### config.mk
export PLATFORM = sky130hd
export DESIGN_NAME = slg_switched_loss
export DESIGN_NICKNAME = d
export VERILOG_FILES = /design/src/slg_pkg.sv /design/src/slg_level_cmp.sv /design/src/slg_switched_loss.sv
export SDC_FILE = /design/constraint.sdc
export NUM_CORES = 1
export LEC_CHECK = 0
export BUFFER_PORTS_ARGS = -buffer_cell sky130_fd_sc_hd__buf_4
export CAP_MARGIN = 20
export CELL_PAD_IN_SITES_DETAIL_PLACEMENT = 1
export CELL_PAD_IN_SITES_GLOBAL_PLACEMENT = 2
export CORE_ASPECT_RATIO = 1.4
export CORE_MARGIN = 2
export CORE_UTILIZATION = 32
export DETAILED_ROUTE_END_ITERATION = 8
export PLACE_DENSITY = 0.75
export SYNTH_ARGS = -nofsm -noshare
export SYNTH_HDL_FRONTEND = slang
export SYNTH_SLANG_ARGS = --single-unit
export TNS_END_PERCENT = 30
### constraint.sdc
create_clock -name pclk -period 4.45 [get_ports pclk]
set_clock_uncertainty 0.05 [all_clocks]
set_input_delay 0 -clock pclk [delete_from_list [all_inputs] [get_ports pclk]]
set_output_delay 0 -clock pclk [all_outputs]
set_load 0.02 [all_outputs]
### src/slg_pkg.sv
// Shared constants and types of the switched loss gain controller
package slg_pkg;

	// ----------------------------------------------------------------
	// Register offsets (byte addresses)
	// ----------------------------------------------------------------
	localparam logic [7:0] SLG_OFS_CTRL   = 8'h00;
	localparam logic [7:0] SLG_OFS_GAIN   = 8'h04;
	localparam logic [7:0] SLG_OFS_SPK    = 8'h08;
	localparam logic [7:0] SLG_OFS_THRESH = 8'h0C;
	localparam logic [7:0] SLG_OFS_STATUS = 8'h10;

	// ----------------------------------------------------------------
	// Field positions
	// ----------------------------------------------------------------
	localparam int SLG_CTRL_EN_POS     = 0;
	localparam int SLG_CTRL_MODE_POS   = 1;
	localparam int SLG_CTRL_LOSS_POS   = 3;
	localparam int SLG_GAIN_TX_POS     = 0;
	localparam int SLG_GAIN_RX_POS     = 4;
	localparam int SLG_SPK_B0_POS      = 0;
	localparam int SLG_SPK_PLUS8_POS   = 3;
	localparam int SLG_THR_HI_POS      = 0;
	localparam int SLG_THR_LO_POS      = 8;
	localparam int SLG_STAT_LOSS_TX    = 0;
	localparam int SLG_STAT_LOSS_RX    = 1;
	localparam int SLG_STAT_CMP_LO     = 2;
	localparam int SLG_STAT_TXG_POS    = 8;
	localparam int SLG_STAT_RXG_POS    = 12;

	// ----------------------------------------------------------------
	// Reset values and gain figures
	// ----------------------------------------------------------------
	localparam logic [2:0] SLG_LOSS_RST     = 3'h4;
	localparam logic [1:0] SLG_MODE_RST     = 2'h0;
	localparam logic [3:0] SLG_GAIN_RST     = 4'h0;
	localparam logic [3:0] SLG_SPK_RST      = 4'h0;
	localparam logic [6:0] SLG_THR_HI_RST   = 7'h7F;
	localparam logic [6:0] SLG_THR_LO_RST   = 7'h00;
	localparam logic signed [4:0] SLG_GAIN_MIN = -5'sd8;
	localparam logic [4:0] SLG_SPK_STEP_DB  = 5'h02;
	localparam logic [4:0] SLG_SPK_PLUS8_DB = 5'h08;

	// ----------------------------------------------------------------
	// Modes and comparison states
	// ----------------------------------------------------------------
	typedef enum logic [1:0] {
		SLG_MODE_TX_SQUELCH = 2'b00,
		SLG_MODE_RX_SQUELCH = 2'b01,
		SLG_MODE_GROUP      = 2'b10,
		SLG_MODE_TXRX       = 2'b11
	} slg_mode_type;

	typedef enum logic {
		SLG_CMP_HI = 1'b0,
		SLG_CMP_LO = 1'b1
	} slg_cmp_type;

	// ----------------------------------------------------------------
	// Carriers
	// ----------------------------------------------------------------
	typedef struct packed {
		logic       valid;
		logic [7:0] tx_code;
		logic [7:0] rx_code;
	} slg_sample_type;

	typedef struct packed {
		logic [3:0] tx_gain;
		logic [3:0] rx_gain;
		logic [4:0] spk_boost_db;
	} slg_gain_type;

endpackage : slg_pkg

### src/slg_level_cmp.sv
// Sign-magnitude PCM level compare against a high and a low threshold
`timescale 1ns/1ps
module slg_level_cmp #(
	parameter int W = 7
) (
	input  wire logic [W:0]   code,
	input  wire logic [W-1:0] hi_thresh,
	input  wire logic [W-1:0] lo_thresh,
	output logic              above_hi,
	output logic              below_lo
);
	// Sign bit is ignored; chord and step bits order as a magnitude
	assign above_hi = code[W-1:0] > hi_thresh;
	assign below_lo = code[W-1:0] < lo_thresh;
endmodule : slg_level_cmp

### src/slg_switched_loss.sv
// Switched loss controller with APB register access
// Operation
// - Group mode: tx above high moves loss to rx
// - Group mode: tx below low returns loss
// - Group mode: tx level alone picks lossy path
// - Speaker boost field, top bit adds 8 dB
// - Tx squelch: above high removes tx loss
// - Tx squelch: below low adds tx loss
// - Rx squelch: above high removes rx loss
// - Rx squelch: below low adds rx loss
// - Tx/rx mode: rx above high, loss tx
// - Tx/rx mode: rx below low, loss rx
// - Enable bit and two-bit mode select
// - Loss field 3 dB steps, resets 12 dB
// - Gain minus loss, clamp at -24 dB
// - Seven-bit thresholds, low not checked against high
`timescale 1ns/1ps
module slg_switched_loss (
	input  wire logic                   pclk,
	input  wire logic                   presetn,
	input  wire logic                   psel,
	input  wire logic                   penable,
	input  wire logic                   pwrite,
	input  wire logic [7:0]             paddr,
	input  wire logic [31:0]            pwdata,
	output logic [31:0]                 prdata,
	output logic                        pready,
	output logic                        pslverr,
	input  wire slg_pkg::slg_sample_type sample,
	output slg_pkg::slg_gain_type        gain_out
);
	import slg_pkg::*;

	// ----------------------------------------------------------------
	// Registers
	// ----------------------------------------------------------------
	logic              enable_r,      enable_nxt;
	slg_mode_type      mode_r,        mode_nxt;
	logic [2:0]        loss_r,        loss_nxt;
	logic [3:0]        txg_r,         txg_nxt;
	logic [3:0]        rxg_r,         rxg_nxt;
	logic [3:0]        spk_r,         spk_nxt;
	logic [6:0]        thr_hi_r,      thr_hi_nxt;
	logic [6:0]        thr_lo_r,      thr_lo_nxt;
	slg_cmp_type       cmp_r,         cmp_nxt;
	logic              loss_tx_r,     loss_tx_nxt;
	logic              loss_rx_r,     loss_rx_nxt;
	slg_gain_type      gain_r,        gain_nxt;
	logic [31:0]       prdata_r,      prdata_nxt;
	logic              pready_r,      pready_nxt;
	logic              pslverr_r,     pslverr_nxt;

	logic [7:0]        mon_code;
	logic              above_hi;
	logic              below_lo;
	logic              wr_en;
	logic              addr_ok;
	logic [31:0]       rd_word;
	logic signed [4:0] tx_eff;
	logic signed [4:0] rx_eff;

	// ----------------------------------------------------------------
	// Level compare of the monitored path
	// ----------------------------------------------------------------
	// tx in tx squelch and group, rx otherwise
	always_comb begin
		if (mode_r == SLG_MODE_RX_SQUELCH || mode_r == SLG_MODE_TXRX) begin
			mon_code = sample.rx_code;
		end else begin
			mon_code = sample.tx_code;
		end
	end

	slg_level_cmp #(
		.W(7)
	) u_cmp (
		.code      (mon_code),
		.hi_thresh (thr_hi_r),
		.lo_thresh (thr_lo_r),
		.above_hi  (above_hi),
		.below_lo  (below_lo)
	);

	// ----------------------------------------------------------------
	// APB decode
	// ----------------------------------------------------------------
	always_comb begin
		addr_ok = 1'b1;
		rd_word = 32'h0000_0000;
		unique case (paddr)
			SLG_OFS_CTRL: begin
				rd_word[SLG_CTRL_EN_POS]                        = enable_r;
				rd_word[SLG_CTRL_MODE_POS +: 2]                 = mode_r;
				rd_word[SLG_CTRL_LOSS_POS +: 3]                 = loss_r;
			end
			SLG_OFS_GAIN: begin
				rd_word[SLG_GAIN_TX_POS +: 4]                   = txg_r;
				rd_word[SLG_GAIN_RX_POS +: 4]                   = rxg_r;
			end
			SLG_OFS_SPK: begin
				rd_word[SLG_SPK_B0_POS +: 4]                    = spk_r;
			end
			SLG_OFS_THRESH: begin
				rd_word[SLG_THR_HI_POS +: 7]                    = thr_hi_r;
				rd_word[SLG_THR_LO_POS +: 7]                    = thr_lo_r;
			end
			SLG_OFS_STATUS: begin
				rd_word[SLG_STAT_LOSS_TX]                       = loss_tx_r;
				rd_word[SLG_STAT_LOSS_RX]                       = loss_rx_r;
				rd_word[SLG_STAT_CMP_LO]                        = cmp_r;
				rd_word[SLG_STAT_TXG_POS +: 4]                  = gain_r.tx_gain;
				rd_word[SLG_STAT_RXG_POS +: 4]                  = gain_r.rx_gain;
			end
			default: begin
				addr_ok = 1'b0;
			end
		endcase
	end

	assign wr_en = psel && penable && pready_r && pwrite && addr_ok;

	// One-cycle answer: pready raised by the setup cycle
	always_comb begin
		pready_nxt  = 1'b0;
		prdata_nxt  = prdata_r;
		pslverr_nxt = 1'b0;
		if (psel && !penable) begin
			pready_nxt  = 1'b1;
			pslverr_nxt = !addr_ok;
			prdata_nxt  = pwrite ? 32'h0000_0000 : rd_word;
		end
	end

	// ----------------------------------------------------------------
	// Configuration registers
	// ----------------------------------------------------------------
	always_comb begin
		enable_nxt = enable_r;
		mode_nxt   = mode_r;
		loss_nxt   = loss_r;
		txg_nxt    = txg_r;
		rxg_nxt    = rxg_r;
		spk_nxt    = spk_r;
		thr_hi_nxt = thr_hi_r;
		thr_lo_nxt = thr_lo_r;
		if (wr_en) begin
			unique case (paddr)
				SLG_OFS_CTRL: begin
					enable_nxt = pwdata[SLG_CTRL_EN_POS];
					mode_nxt   = slg_mode_type'(pwdata[SLG_CTRL_MODE_POS +: 2]);
					loss_nxt   = pwdata[SLG_CTRL_LOSS_POS +: 3];
				end
				SLG_OFS_GAIN: begin
					txg_nxt = pwdata[SLG_GAIN_TX_POS +: 4];
					rxg_nxt = pwdata[SLG_GAIN_RX_POS +: 4];
				end
				SLG_OFS_SPK: begin
					spk_nxt = pwdata[SLG_SPK_B0_POS +: 4];
				end
				SLG_OFS_THRESH: begin
					thr_hi_nxt = pwdata[SLG_THR_HI_POS +: 7];
					thr_lo_nxt = pwdata[SLG_THR_LO_POS +: 7];
				end
				default: begin
				end
			endcase
		end
	end

	// ----------------------------------------------------------------
	// Hysteresis state and loss placement
	// ----------------------------------------------------------------
	always_comb begin
		cmp_nxt = cmp_r;
		if (!enable_r) begin
			cmp_nxt = SLG_CMP_HI;
		end else if (sample.valid) begin
			unique case (cmp_r)
				SLG_CMP_HI: begin
					if (above_hi) begin
						cmp_nxt = SLG_CMP_LO;
					end
				end
				SLG_CMP_LO: begin
					if (below_lo) begin
						cmp_nxt = SLG_CMP_HI;
					end
				end
			endcase
		end
	end

	always_comb begin
		loss_tx_nxt = 1'b0;
		loss_rx_nxt = 1'b0;
		if (enable_r) begin
			unique case (mode_nxt_sel(mode_r))
				SLG_MODE_TX_SQUELCH: begin
					loss_tx_nxt = (cmp_nxt == SLG_CMP_HI);
				end
				SLG_MODE_RX_SQUELCH: begin
					loss_rx_nxt = (cmp_nxt == SLG_CMP_HI);
				end
				SLG_MODE_GROUP: begin
					loss_tx_nxt = (cmp_nxt == SLG_CMP_HI);
					loss_rx_nxt = (cmp_nxt == SLG_CMP_LO);
				end
				SLG_MODE_TXRX: begin
					loss_tx_nxt = (cmp_nxt == SLG_CMP_LO);
					loss_rx_nxt = (cmp_nxt == SLG_CMP_HI);
				end
			endcase
		end
	end

	function automatic slg_mode_type mode_nxt_sel(input slg_mode_type m);
		mode_nxt_sel = m;
	endfunction : mode_nxt_sel

	// ----------------------------------------------------------------
	// Effective gains
	// ----------------------------------------------------------------
	always_comb begin
		tx_eff = 5'(signed'(txg_r)) - (loss_tx_nxt ? 5'(signed'({2'b00, loss_r})) : 5'sd0);
		rx_eff = 5'(signed'(rxg_r)) - (loss_rx_nxt ? 5'(signed'({2'b00, loss_r})) : 5'sd0);
		if (tx_eff < SLG_GAIN_MIN) begin
			tx_eff = SLG_GAIN_MIN;
		end
		if (rx_eff < SLG_GAIN_MIN) begin
			rx_eff = SLG_GAIN_MIN;
		end
		gain_nxt.tx_gain = tx_eff[3:0];
		gain_nxt.rx_gain = rx_eff[3:0];
		// speaker boost, plus 8 dB bit
		gain_nxt.spk_boost_db = 5'(spk_r[2:0] * SLG_SPK_STEP_DB)
			+ (spk_r[SLG_SPK_PLUS8_POS] ? SLG_SPK_PLUS8_DB : 5'h00);
	end

	// ----------------------------------------------------------------
	// State registers
	// ----------------------------------------------------------------
	always_ff @(posedge pclk or negedge presetn) begin
		if (!presetn) begin
			enable_r  <= 1'b0;
			mode_r    <= slg_mode_type'(SLG_MODE_RST);
			loss_r    <= SLG_LOSS_RST;
			txg_r     <= SLG_GAIN_RST;
			rxg_r     <= SLG_GAIN_RST;
			spk_r     <= SLG_SPK_RST;
			thr_hi_r  <= SLG_THR_HI_RST;
			thr_lo_r  <= SLG_THR_LO_RST;
			cmp_r     <= SLG_CMP_HI;
			loss_tx_r <= 1'b0;
			loss_rx_r <= 1'b0;
			gain_r    <= '0;
			prdata_r  <= 32'h0000_0000;
			pready_r  <= 1'b0;
			pslverr_r <= 1'b0;
		end else begin
			enable_r  <= enable_nxt;
			mode_r    <= mode_nxt;
			loss_r    <= loss_nxt;
			txg_r     <= txg_nxt;
			rxg_r     <= rxg_nxt;
			spk_r     <= spk_nxt;
			thr_hi_r  <= thr_hi_nxt;
			thr_lo_r  <= thr_lo_nxt;
			cmp_r     <= cmp_nxt;
			loss_tx_r <= loss_tx_nxt;
			loss_rx_r <= loss_rx_nxt;
			gain_r    <= gain_nxt;
			prdata_r  <= prdata_nxt;
			pready_r  <= pready_nxt;
			pslverr_r <= pslverr_nxt;
		end
	end

	assign prdata   = prdata_r;
	assign pready   = pready_r;
	assign pslverr  = pslverr_r;
	assign gain_out = gain_r;

endmodule : slg_switched_loss

**After elaboration in Yosys (flattened, before gate mapping)**

Cells that the tools add are included.

- Output and inout port bits: 47
- Bits of input ports: 62
- Bits in registers: 82

- Reductions and logical operators: 17
- Add/sub/neg operators: 3
- Bitwise gates (word level): 2
- Muxes and demuxes: 26
- Equality and inequality tests: 7
- Order comparisons: 4

Operator list:

| operator | count |
|---|---|
| equality test 8 x 4 -> 1 bit, second input constant | 2 |
| two-way mux 16 bit | 1 |
| one-hot mux 3 bit (5 select lines) | 1 |
| one-hot mux 7 bit (2 select lines) | 1 |
| two-way mux 4 bit | 3 |
| two-way mux 1 bit | 11 |
| less-than comparator 5 x 4 -> 1 bit, second input constant | 2 |
| subtractor 4 x 4 -> 5 bit | 2 |
| equality test 8 x 3 -> 1 bit, second input constant | 1 |
| equality test 8 x 5 -> 1 bit, second input constant | 1 |
| logical NOT 8 bit | 1 |
| one-hot mux 1 bit (2 select lines) | 4 |
| AND reduction 2 bit | 4 |
| > comparator 7 bit | 1 |
| less-than comparator 7 bit | 1 |
| two-way mux 7 bit | 1 |
| two-way mux 3 bit | 2 |
| one-hot mux 2 bit (3 select lines) | 1 |
| adder 4 x 4 -> 5 bit | 1 |
| logical AND 1 bit | 5 |
| OR reduction 5 bit | 1 |
| equality test 2 bit, second input constant | 2 |
| one-hot mux 1 bit (4 select lines) | 1 |
| OR reduction 2 bit | 2 |
| 5 further kinds | 7 |

**Longest topological paths before layout**

Gate-level depths: netlist (run 1).

- Depth in word-level cells: 15
- Mapped depth: 15
- Gate-level depth less buffers: 14

**Modules after synthesis**

Synthesis (run 1) repeated with hierarchy kept, for this count alone.

- Cell total of the unflattened synthesis: 314
- Area total of the unflattened synthesis: 3619.7 µm²

By module, submodules not included:

| module | area each (µm²) | times used | cells an instance | sequential area each (µm²) |
|---|---|---|---|---|
| slg_switched_loss | 3301.9 | 1 | 270 | 1636.6 |
| slg_level_cmp | 317.8 | 1 | 44 | 0.0 |

**Least setup slack after synthesis (run 1)**

No wires, ideal clock.

- Path kind: reg2reg
- From: register mode_r[0]
- To: register gain_r, in the netlist gain_out[11]
- Buffers on the path: 1
- Cell stages (with the launch flop): 14
- Arrival time: 3.741 ns
- Period minus slack after synthesis: 3.863 ns
- Setup slack: 0.587 ns
- Cells stage by stage: dfrtp_1 clkbuf_1 mux2_2 ha_1 nand2_1 nor3_1 a31oi_1 or4b_2 a21bo_2 ha_1 a21o_1 a21oi_1 mux2_2 nor2_1

RTL lines:

| item | line | source |
|---|---|---|
| from (decl) | slg_switched_loss.sv:38 | `slg_mode_type mode_r, mode_nxt;` |
| from (signal assigned) | slg_switched_loss.sv:245 | `mode_r <= slg_mode_type'(SLG_MODE_RST);` |
| from (signal assigned) | slg_switched_loss.sv:261 | `mode_r <= mode_nxt;` |
| to (signal assigned) | slg_switched_loss.sv:271 | `gain_r <= gain_nxt;` |
| to (decl) | slg_switched_loss.sv:48 | `slg_gain_type gain_r, gain_nxt;` |

==> results of run 1 <==
registers in the layout, indices dropped and copies added, names as in the netlist:
register   count
pready         1
loss_tx_r      1
loss_r         3
loss_rx_r      1
cmp_r          1
spk_r          4
prdata        16
pslverr        1
rxg_r          4
gain_out      12
thr_hi_r       7
txg_r          4
mode_r         2
enable_r       1
thr_lo_r       7
cells in the final DEF, fill, tap and decap left out, drive strengths merged, types with 2 or more instances in the layout:
cell and count:
a21bo 2, a21o 4, a21oi 6, a22o 6
a22oi 13, a32o 3, and3 2, buf 72
bufinv 2, clkbuf 11, clkinv 3, conb 17
dfrtp 57, dfstp 8, dlygate4sd3 18, fa 2
ha 20, inv 19, mux2 44, mux2i 4
nand2 19, nand3 7, nand4 4, nor2 17
nor2b 5, nor3 6, o21a 2, o21ai 12
o22ai 4, or2 2, or3 2, xnor2 2
area by class of cell:
cell class | instances | area share
clock buffers | 11 | 0.0520
well taps | 141 | 0.0378
repair buffers | 90 | 0.154
flip-flops and latches | 65 | 0.351
clock inverters | 5 | 0.0169
multi-input cells | 217 | 0.373
inverters | 19 | 0.0153
path summary, 6_finish.rpt:
path,from,end,slack (ns),cells after the start
max,mode_r[0],gain_out[11],0.37,12
min,pwrite,prdata[15],0.03,3
max reg2reg,mode_r[0],gain_out[11],0.37,12
min reg2reg,spk_r[0],gain_out[1],0.34,0
max in group asynchronous,presetn,mode_r[0],3.49,2
min in group asynchronous,presetn,prdata[5],0.27,2
where the power goes:
part | internal [mW] | switching (mW) | leakage (nW)
Clock | 0.504 | 0.253 | 0.159
Combinational | 0.0523 | 0.0646 | 1.23
Sequential | 0.595 | 0.00244 | 0.875
stage by stage:
step | area (um^2) | worst slack [ns] | util | hold slack [ns]
4_1_cts | 4670 | 0.257 | 0.429 | 0.0209
3_3_place_gp | 4170 | 0.353 | 0.383 | 0.0981
5_1_grt | 4670 | 0.0944 | 0.430 | 0.0427
3_5_place_dp | 4170 | 0.285 | 0.383 | 0.103
2_1_floorplan | 3630 | 0.587 | - | -0.346
6_report | 4670 | 0.372 | 0.430 | 0.0256
cell families (layout without fill, tap and decap cells):
| kind of cell | after synthesis | after routing | synth area share |
|---|---|---|---|
| DFF | 65 | 65 | 0.459 |
| buffers and inverters | 46 | 125 | 0.0705 |
| xor gates and xnor gates | 2 | 2 | 0.00491 |
| adders and majority gates | 22 | 22 | 0.0813 |
| other | 1 | 17 | 0.00105 |
| muxes | 48 | 48 | 0.161 |
| and+or+nand+nor | 69 | 69 | 0.106 |
| AOI/OAI and AO/OA | 59 | 59 | 0.117 |
timing repair:
| item | 4_1_cts | 5_1_grt |
|---|---|---|
| setup endpoints to repair | 0 | 3 |
| hold buffers | 18 | 0 |
| hold endpoints to repair | 90 | 0 |
| gates resized for setup | 0 | 1 |
layer usage:
layer	part of all wire	global-route usage	routed length, um
met5	0	0	0
met4	0.014	0.0614	132
met3	0.040	0.0328	367
met2	0.54	0.301	5060
met1	0.40	0.196	3730
critical path, stage by stage, from the launching register on:
cell	delay [ns]
sky130_fd_sc_hd__dfrtp_2	0.52
sky130_fd_sc_hd__mux2_2	0.40
sky130_fd_sc_hd__ha_1	0.30
sky130_fd_sc_hd__nand2_1	0.07
sky130_fd_sc_hd__nor3_1	0.28
sky130_fd_sc_hd__a31oi_1	0.20
sky130_fd_sc_hd__or4b_2	0.76
sky130_fd_sc_hd__a21bo_2	0.28
sky130_fd_sc_hd__ha_1	0.27
sky130_fd_sc_hd__a21o_1	0.17
sky130_fd_sc_hd__a21oi_1	0.21
sky130_fd_sc_hd__mux2_2	0.39
sky130_fd_sc_hd__nor2_1	0.11
==> impl_summary.txt, run 1 <==
----------------------------------------------------
[Worst hold path]
  Type of the worst min-delay path ... in2reg

[Yosys]
  Cell count after synthesis ... 312
  Predominant post-synthesis flop cell ... sky130_fd_sc_hd__dfrtp_1
  Mapped Area ... 0.00357 mm^2
  Unique masters post-synth ... 48
  Part of the Yosys area used for sequential elements ... 0.459
  Ys Warns ... 0
  Biggest area contributors in the synthesized netlist ... sky130_fd_sc_hd__dfrtp_1, sky130_fd_sc_hd__mux2_2, sky130_fd_sc_hd__ha_1
  EDFF count, synth ... 0
  Average cell area after synthesis ... 11.4 um^2
  List of most frequent post-synthesis cells ... sky130_fd_sc_hd__dfrtp_1, sky130_fd_sc_hd__mux2_2, sky130_fd_sc_hd__ha_1
  Most instantiated library cell after synthesis ... sky130_fd_sc_hd__dfrtp_1
  Share of synthesized flip-flops with an asynchronous set or reset ... 1.00
  Area share of the largest cell type after synthesis ... 0.400
  Cell type with the largest total area after synthesis ... sky130_fd_sc_hd__dfrtp_1
  Synthesis-stage register bit count ... 65

[Outcome]
  Result of the run ... complete, no violations

[Power]
  Static power due to leakage ... 2.27 nW
  Power density of the placed cells ... 315 mW/mm^2
  Final Power ... 1.47 mW
  Max IR drop VDD ... 181 uV

[STA]
  Total count of hold-check failures in the final report ... 0
  Post-route fraction of the period consumed by the critical path ... 0.916
  Max transition margin ... 0.449
  Setup repair after global routing missed its margin ... false
  Final worst path period need ... 4.08 ns
  Total setup violations reported at the end of the flow ... 0
  Slew @ Worst Pin ... 0.827 ns
  Fmax ... 245 MHz
  Final count of pins violating max slew ... 0
  Final total negative setup slack ... 0 ns

[Critical path]
  Worst-path maximum fanout ... 11
  Kind of critical path ... reg2reg
  Critical Path Source Type ... flip-flop
  Element type at the critical path end ... flip-flop
  Signal arrival time at the worst endpoint ... 4.29 ns
  Critical path data required time ... 4.67 ns

[Die]
  Effective utilization at floorplan ... 0.328
  Boundary Pins ... 109
  Placement Rows ... 45
  Die area ... 0.0120 mm^2
  X dimension of the die ... 93.3 um
  Die Height ... 129 um
  Core area ... 0.0109 mm^2

[CTS]
  Root Buffer ... sky130_fd_sc_hd__clkbuf_16
  Number of buffers on the longest clock path ... 2
  Clock edge transition at the registers on the reported setup and hold paths ... 0.05 ns
  CTS tree ... built
  Skew-Pair Late Insertion Delay ... 0.33 ns
  Count of clock tree sinks ... 65
  Level count of the clock H-tree ... 3
  Number of clock buffers inserted by TritonCTS ... 9
  Post-CTS Setup Bufs ... 0

[Cells and area]
  Count of antenna diodes in the layout ... 0
  Footprint of the multi-input gates ... 0.00174 mm^2
  Area overhead of the layout relative to synthesis ... 30.8%
  Count of placed standard cells in the final layout, fillers left out ... 548
  Area taken by flip-flops and latches ... 0.00164 mm^2
  Proportion of layout cells with a drive suffix above 1 ... 0.373
  Final #Nets ... 486
  Number of filler cells placed in the layout ... 1209

[Global routing]
  Total gr overflow ... 0
  Wire length of the first global-routing pass ... 15100 um
  Initial antenna violation count ... 0
  Maximum number of pins on one net before global-route repair ... 66
  Number of global-route vias before repair ... 2842
  Global-route usage over all layers ... 0.167

[Detailed routing]
  Antenna Nets Post-Route ... 0
  Number of detailed-routing iterations run before antenna repair ... 4
  Via total after detailed routing ... 2646
  Remaining routing DRC violations ... 0
  Detail-routed via count per cell ... 4.83
  Number of DRC violations after detailed-routing iteration 0 ... 87
  Mean routed wirelength per cell ... 17.0 um
  Final WL ... 9290 um

[Flow run]
  Max-cap violations ... 0

[Placed design]
  Placed wire-length estimate after detailed placement ... 7080 um
  Routability congestion estimate ... 0.757
  Number of cells in the design after placement ... 514
  IO Port Bufs ... 72

----------------------------------------------------
(Power assumes the default switching activity.)
==> inputs of run 2 (changes only) <==
- BUFFER_PORTS_ARGS: -buffer_cell sky130_fd_sc_hd__buf_4 -> unset
- CORE_UTILIZATION: 32 -> 40
- DONT_BUFFER_PORTS: unset -> 1
- PLACE_DENSITY: 0.75 -> 0.76
==> impl_summary.txt, run 2 (synthesis gave the netlist of run 1 again) <==
----------------------------------------------------
[Outcome]
  Result of the run ... complete, no violations (unchanged)

[CTS]
  Number of clock buffers inserted by TritonCTS ... 9 (unchanged)
  Level count of the clock H-tree ... 3 (unchanged)
  Clock edge transition at the registers on the reported setup and hold paths ... 0.05 ns (about the same)
  Skew-Pair Late Insertion Delay ... 0.33 ns (about the same)
  Number of buffers on the longest clock path ... 2 (unchanged)
  CTS tree ... built (unchanged)
  Root Buffer ... sky130_fd_sc_hd__clkbuf_16 (unchanged)
  Count of clock tree sinks ... 65 (unchanged)

[Cells and area]
  Proportion of layout cells with a drive suffix above 1 ... 0.235 (was 0.373)
  Largest register FFs ... 16 (unchanged)
  Area overhead of the layout relative to synthesis ... 15.2% (was 30.8%)
  Count of placed standard cells in the final layout, fillers left out ... 445 (was 548)
  Final instance area ... 0.00411 mm^2 (was 0.00467 mm^2)
  Final #Nets ... 419 (was 486)
  Count of antenna diodes in the layout ... 0 (unchanged)
  Most frequent standard cell in the layout excluding fill and tap cells ... sky130_fd_sc_hd__dfrtp_1 (was sky130_fd_sc_hd__buf_4)
  Commonest non-fill, non-tap cells in the layout ... sky130_fd_sc_hd__dfrtp_1, sky130_fd_sc_hd__mux2_2, sky130_fd_sc_hd__dlygate4sd3_1 (was sky130_fd_sc_hd__buf_4, sky130_fd_sc_hd__dfrtp_1, sky130_fd_sc_hd__mux2_2)
  Post-route core utilization ... 0.477 (was 0.430)

[Die]
  X dimension of the die ... 83.8 um (was 93.3 um)
  Die area ... 0.00970 mm^2 (was 0.0120 mm^2)
  Placement Rows ... 40 (was 45)
  Boundary Pins ... 109 (unchanged)
  Effective utilization at floorplan ... 0.415 (was 0.328)
  Core area ... 0.00861 mm^2 (was 0.0109 mm^2)
  Die Height ... 116 um (was 129 um)

[Critical path]
  R2R setup slack ... 0.33 ns (was 0.37 ns)
  Worst-path maximum fanout ... 11 (unchanged)
  Element type at the critical path end ... flip-flop (unchanged)
  Critical Path, Cell by Cell ... mux2_2 > ha_1 > nand2_1 > nor3_1 > a31oi_1 > or4b_2 > a21boi_0 > ha_1 > inv_1 > fa_1 > a21o_1 > nor2_1 > mux2_2 > nor2_1 (was mux2_2 > ha_1 > nand2_1 > nor3_1 > a31oi_1 > or4b_2 > a21bo_2 > ha_1 > a21o_1 > a21oi_1 > mux2_2 > nor2_1)
  Critical Path Source Type ... flip-flop (unchanged)
  Kind of critical path ... reg2reg (unchanged)
  WP buf/inv ... 1 (was 0)
  Worst r2r src ... mode_r[0] (unchanged)
  Capture instance of the worst register-to-register path ... gain_out[11] (unchanged)
  Cell class contributing the biggest share of worst-path delay ... simple AND/OR/NAND/NOR gates (unchanged)
  Stage delay of the slowest cell on the critical path ... 0.76 ns (about the same)
  Length in cells of the worst reg-to-reg path ... 14 (was 12)
  Signal arrival time at the worst endpoint ... 4.29 ns (about the same)
  Critical path data required time ... 4.62 ns (was 4.67 ns)
  Library cell contributing the largest single delay on the critical path ... sky130_fd_sc_hd__or4b_2 (unchanged)

[Detailed routing]
  Via total after detailed routing ... 2460 (was 2646)
  Number of detailed-routing iterations run before antenna repair ... 4 (unchanged)
  Detail-routed via count per cell ... 5.53 (was 4.83)
  Number of DRC violations after detailed-routing iteration 0 ... 80 (was 87)
  Remaining routing DRC violations ... 0 (unchanged)
  Antenna Nets Post-Route ... 0 (unchanged)
  Mean routed wirelength per cell ... 20.3 um (was 17.0 um)
  Final WL ... 9040 um (was 9290 um)

[Placed design]
  Number of cells in the design after placement ... 406 (was 514)
  Placed wire-length estimate after detailed placement ... 6520 um (was 7080 um)
  Pre-CTS setup slack ... 0.319 ns (was 0.285 ns)
  Routability congestion estimate ... 0.776 (was 0.757)
  Standard cell area after detailed placement ... 0.00358 mm^2 (was 0.00417 mm^2)
  IO Port Bufs ... 0 (was 72)

[Flow run]
  Max-cap violations ... 0 (unchanged)

[STA]
  Post-route fraction of the period consumed by the critical path ... 0.926 (was 0.916)
  Total count of hold-check failures in the final report ... 0 (unchanged)
  Final worst path period need ... 4.12 ns (was 4.08 ns)
  Max transition margin ... 0.481 (was 0.449)
  Final total negative setup slack ... 0 ns (unchanged)
  Setup repair after global routing missed its margin ... false (unchanged)
  Slew @ Worst Pin ... 0.778 ns (was 0.827 ns)
  Final count of pins violating max slew ... 0 (unchanged)
  Total setup violations reported at the end of the flow ... 0 (unchanged)
  Fmax ... 243 MHz (was 245 MHz)
  Final critical-path setup slack ... 0.327 ns (was 0.372 ns)
  Worst-case hold slack ... 0.0228 ns (was 0.0256 ns)

[Worst hold path]
  Hold Path Origin ... paddr[4] (was pwrite)
  Hold Path Cell Cnt ... 3 (unchanged)
  Endpoint of the worst hold-timing path ... pslverr (was prdata[15])
  Type of the worst min-delay path ... in2reg (unchanged)

[Global routing]
  Number of global-route vias before repair ... 2691 (was 2842)
  Total gr overflow ... 0 (unchanged)
  Wire length of the first global-routing pass ... 14400 um (was 15100 um)
  Initial antenna violation count ... 0 (unchanged)
  Global-route usage over all layers ... 0.197 (was 0.167)
  Maximum number of pins on one net before global-route repair ... 66 (unchanged)

[Power]
  Power density of the placed cells ... 328 mW/mm^2 (was 315 mW/mm^2)
  Max IR drop VDD ... 219 uV (was 181 uV)
  Static power due to leakage ... 1.91 nW (was 2.27 nW)
  Final Power ... 1.35 mW (was 1.47 mW)

----------------------------------------------------
-- run 2: cell types whose count changed in the layout (fill, tap and decap cells not counted) --
cell                            previous run  this run
sky130_fd_sc_hd__inv_6                     0         1
sky130_fd_sc_hd__clkinvlp_4                0         1
sky130_fd_sc_hd__clkinv_4                  1         0
sky130_fd_sc_hd__bufinv_16                 2         0
sky130_fd_sc_hd__dlygate4sd3_1            18        22
sky130_fd_sc_hd__dfrtp_1                  56        57
sky130_fd_sc_hd__buf_4                    72         0
sky130_fd_sc_hd__dfrtp_2                   1         0
sky130_fd_sc_hd__clkbuf_8                  1         2
sky130_fd_sc_hd__buf_16                    0         1
-- run 2: final cells by class --
| cell class | count | area (um^2) |
|---|---|---|
| fill | 913 | 4500 |
| inverter | 19 | 71.3 |
| tap | 105 | 131 |
| sequential | 65 | 1640 |
| timing repair buffer | 23 | 248 |
| clock inverter | 4 | 26.3 |
| multi-input combinational | 217 | 1740 |
| clock buffer | 12 | 256 |
-- run 2: metal layers --
| layer | track usage | vias to the layer above | part of all wire |
|---|---|---|---|
| met5 | 0 | - | 0 |
| li1 | - | 1132 | - |
| met3 | 0.0527 | 11 | 0.047 |
| met4 | 0.0634 | 0 | 0.015 |
| met1 | 0.227 | 1250 | 0.42 |
| met2 | 0.358 | 67 | 0.52 |
-- run 2: worst reg2reg max path: stages (launching register included) --
cell and delay (ns):
sky130_fd_sc_hd__dfrtp_1 0.63, sky130_fd_sc_hd__mux2_2 0.42, sky130_fd_sc_hd__ha_1 0.30, sky130_fd_sc_hd__nand2_1 0.07, sky130_fd_sc_hd__nor3_1 0.23, sky130_fd_sc_hd__a31oi_1 0.18
sky130_fd_sc_hd__or4b_2 0.76, sky130_fd_sc_hd__a21boi_0 0.23, sky130_fd_sc_hd__ha_1 0.17, sky130_fd_sc_hd__inv_1 0.05, sky130_fd_sc_hd__fa_1 0.40, sky130_fd_sc_hd__a21o_1 0.21
sky130_fd_sc_hd__nor2_1 0.08, sky130_fd_sc_hd__mux2_2 0.18, sky130_fd_sc_hd__nor2_1 0.05
-- run 2: worst max-delay path by stage --
| stage | start | to | slack, ns | depth (start not counted) |
|---|---|---|---|---|
| 2_1_floorplan | mode_r[0] | gain_out[11] | 0.59 | 13 |
| 3_3_place_gp | mode_r[0] | gain_out[11] | 0.37 | 12 |
| 3_5_place_dp | mode_r[0] | gain_out[11] | 0.32 | 14 |
| 4_1_cts | mode_r[0] | gain_out[11] | 0.31 | 12 |
| 5_1_grt | mode_r[0] | gain_out[11] | 0.06 | 12 |
| 6_report | mode_r[0] | gain_out[11] | 0.33 | 14 |
-- run 2: power breakdown --
group / internal [mW] / switching (mW) / total, mW
clock: 0.407 / 0.257 / 0.665
sequential: 0.595 / 0.00466 / 0.600
combinational: 0.0320 / 0.0534 / 0.0855
total: 1.03 / 0.316 / 1.35
-- run 2: timing repair --
| item | in CTS | in global routing |
|---|---|---|
| gates resized for setup | 0 | 0 |
| endpoints found under the setup margin | 0 | 0 |
| setup buffers | 0 | 0 |
| hold endpoints to repair | 113 | 0 |
| hold buffers | 23 | 0 |
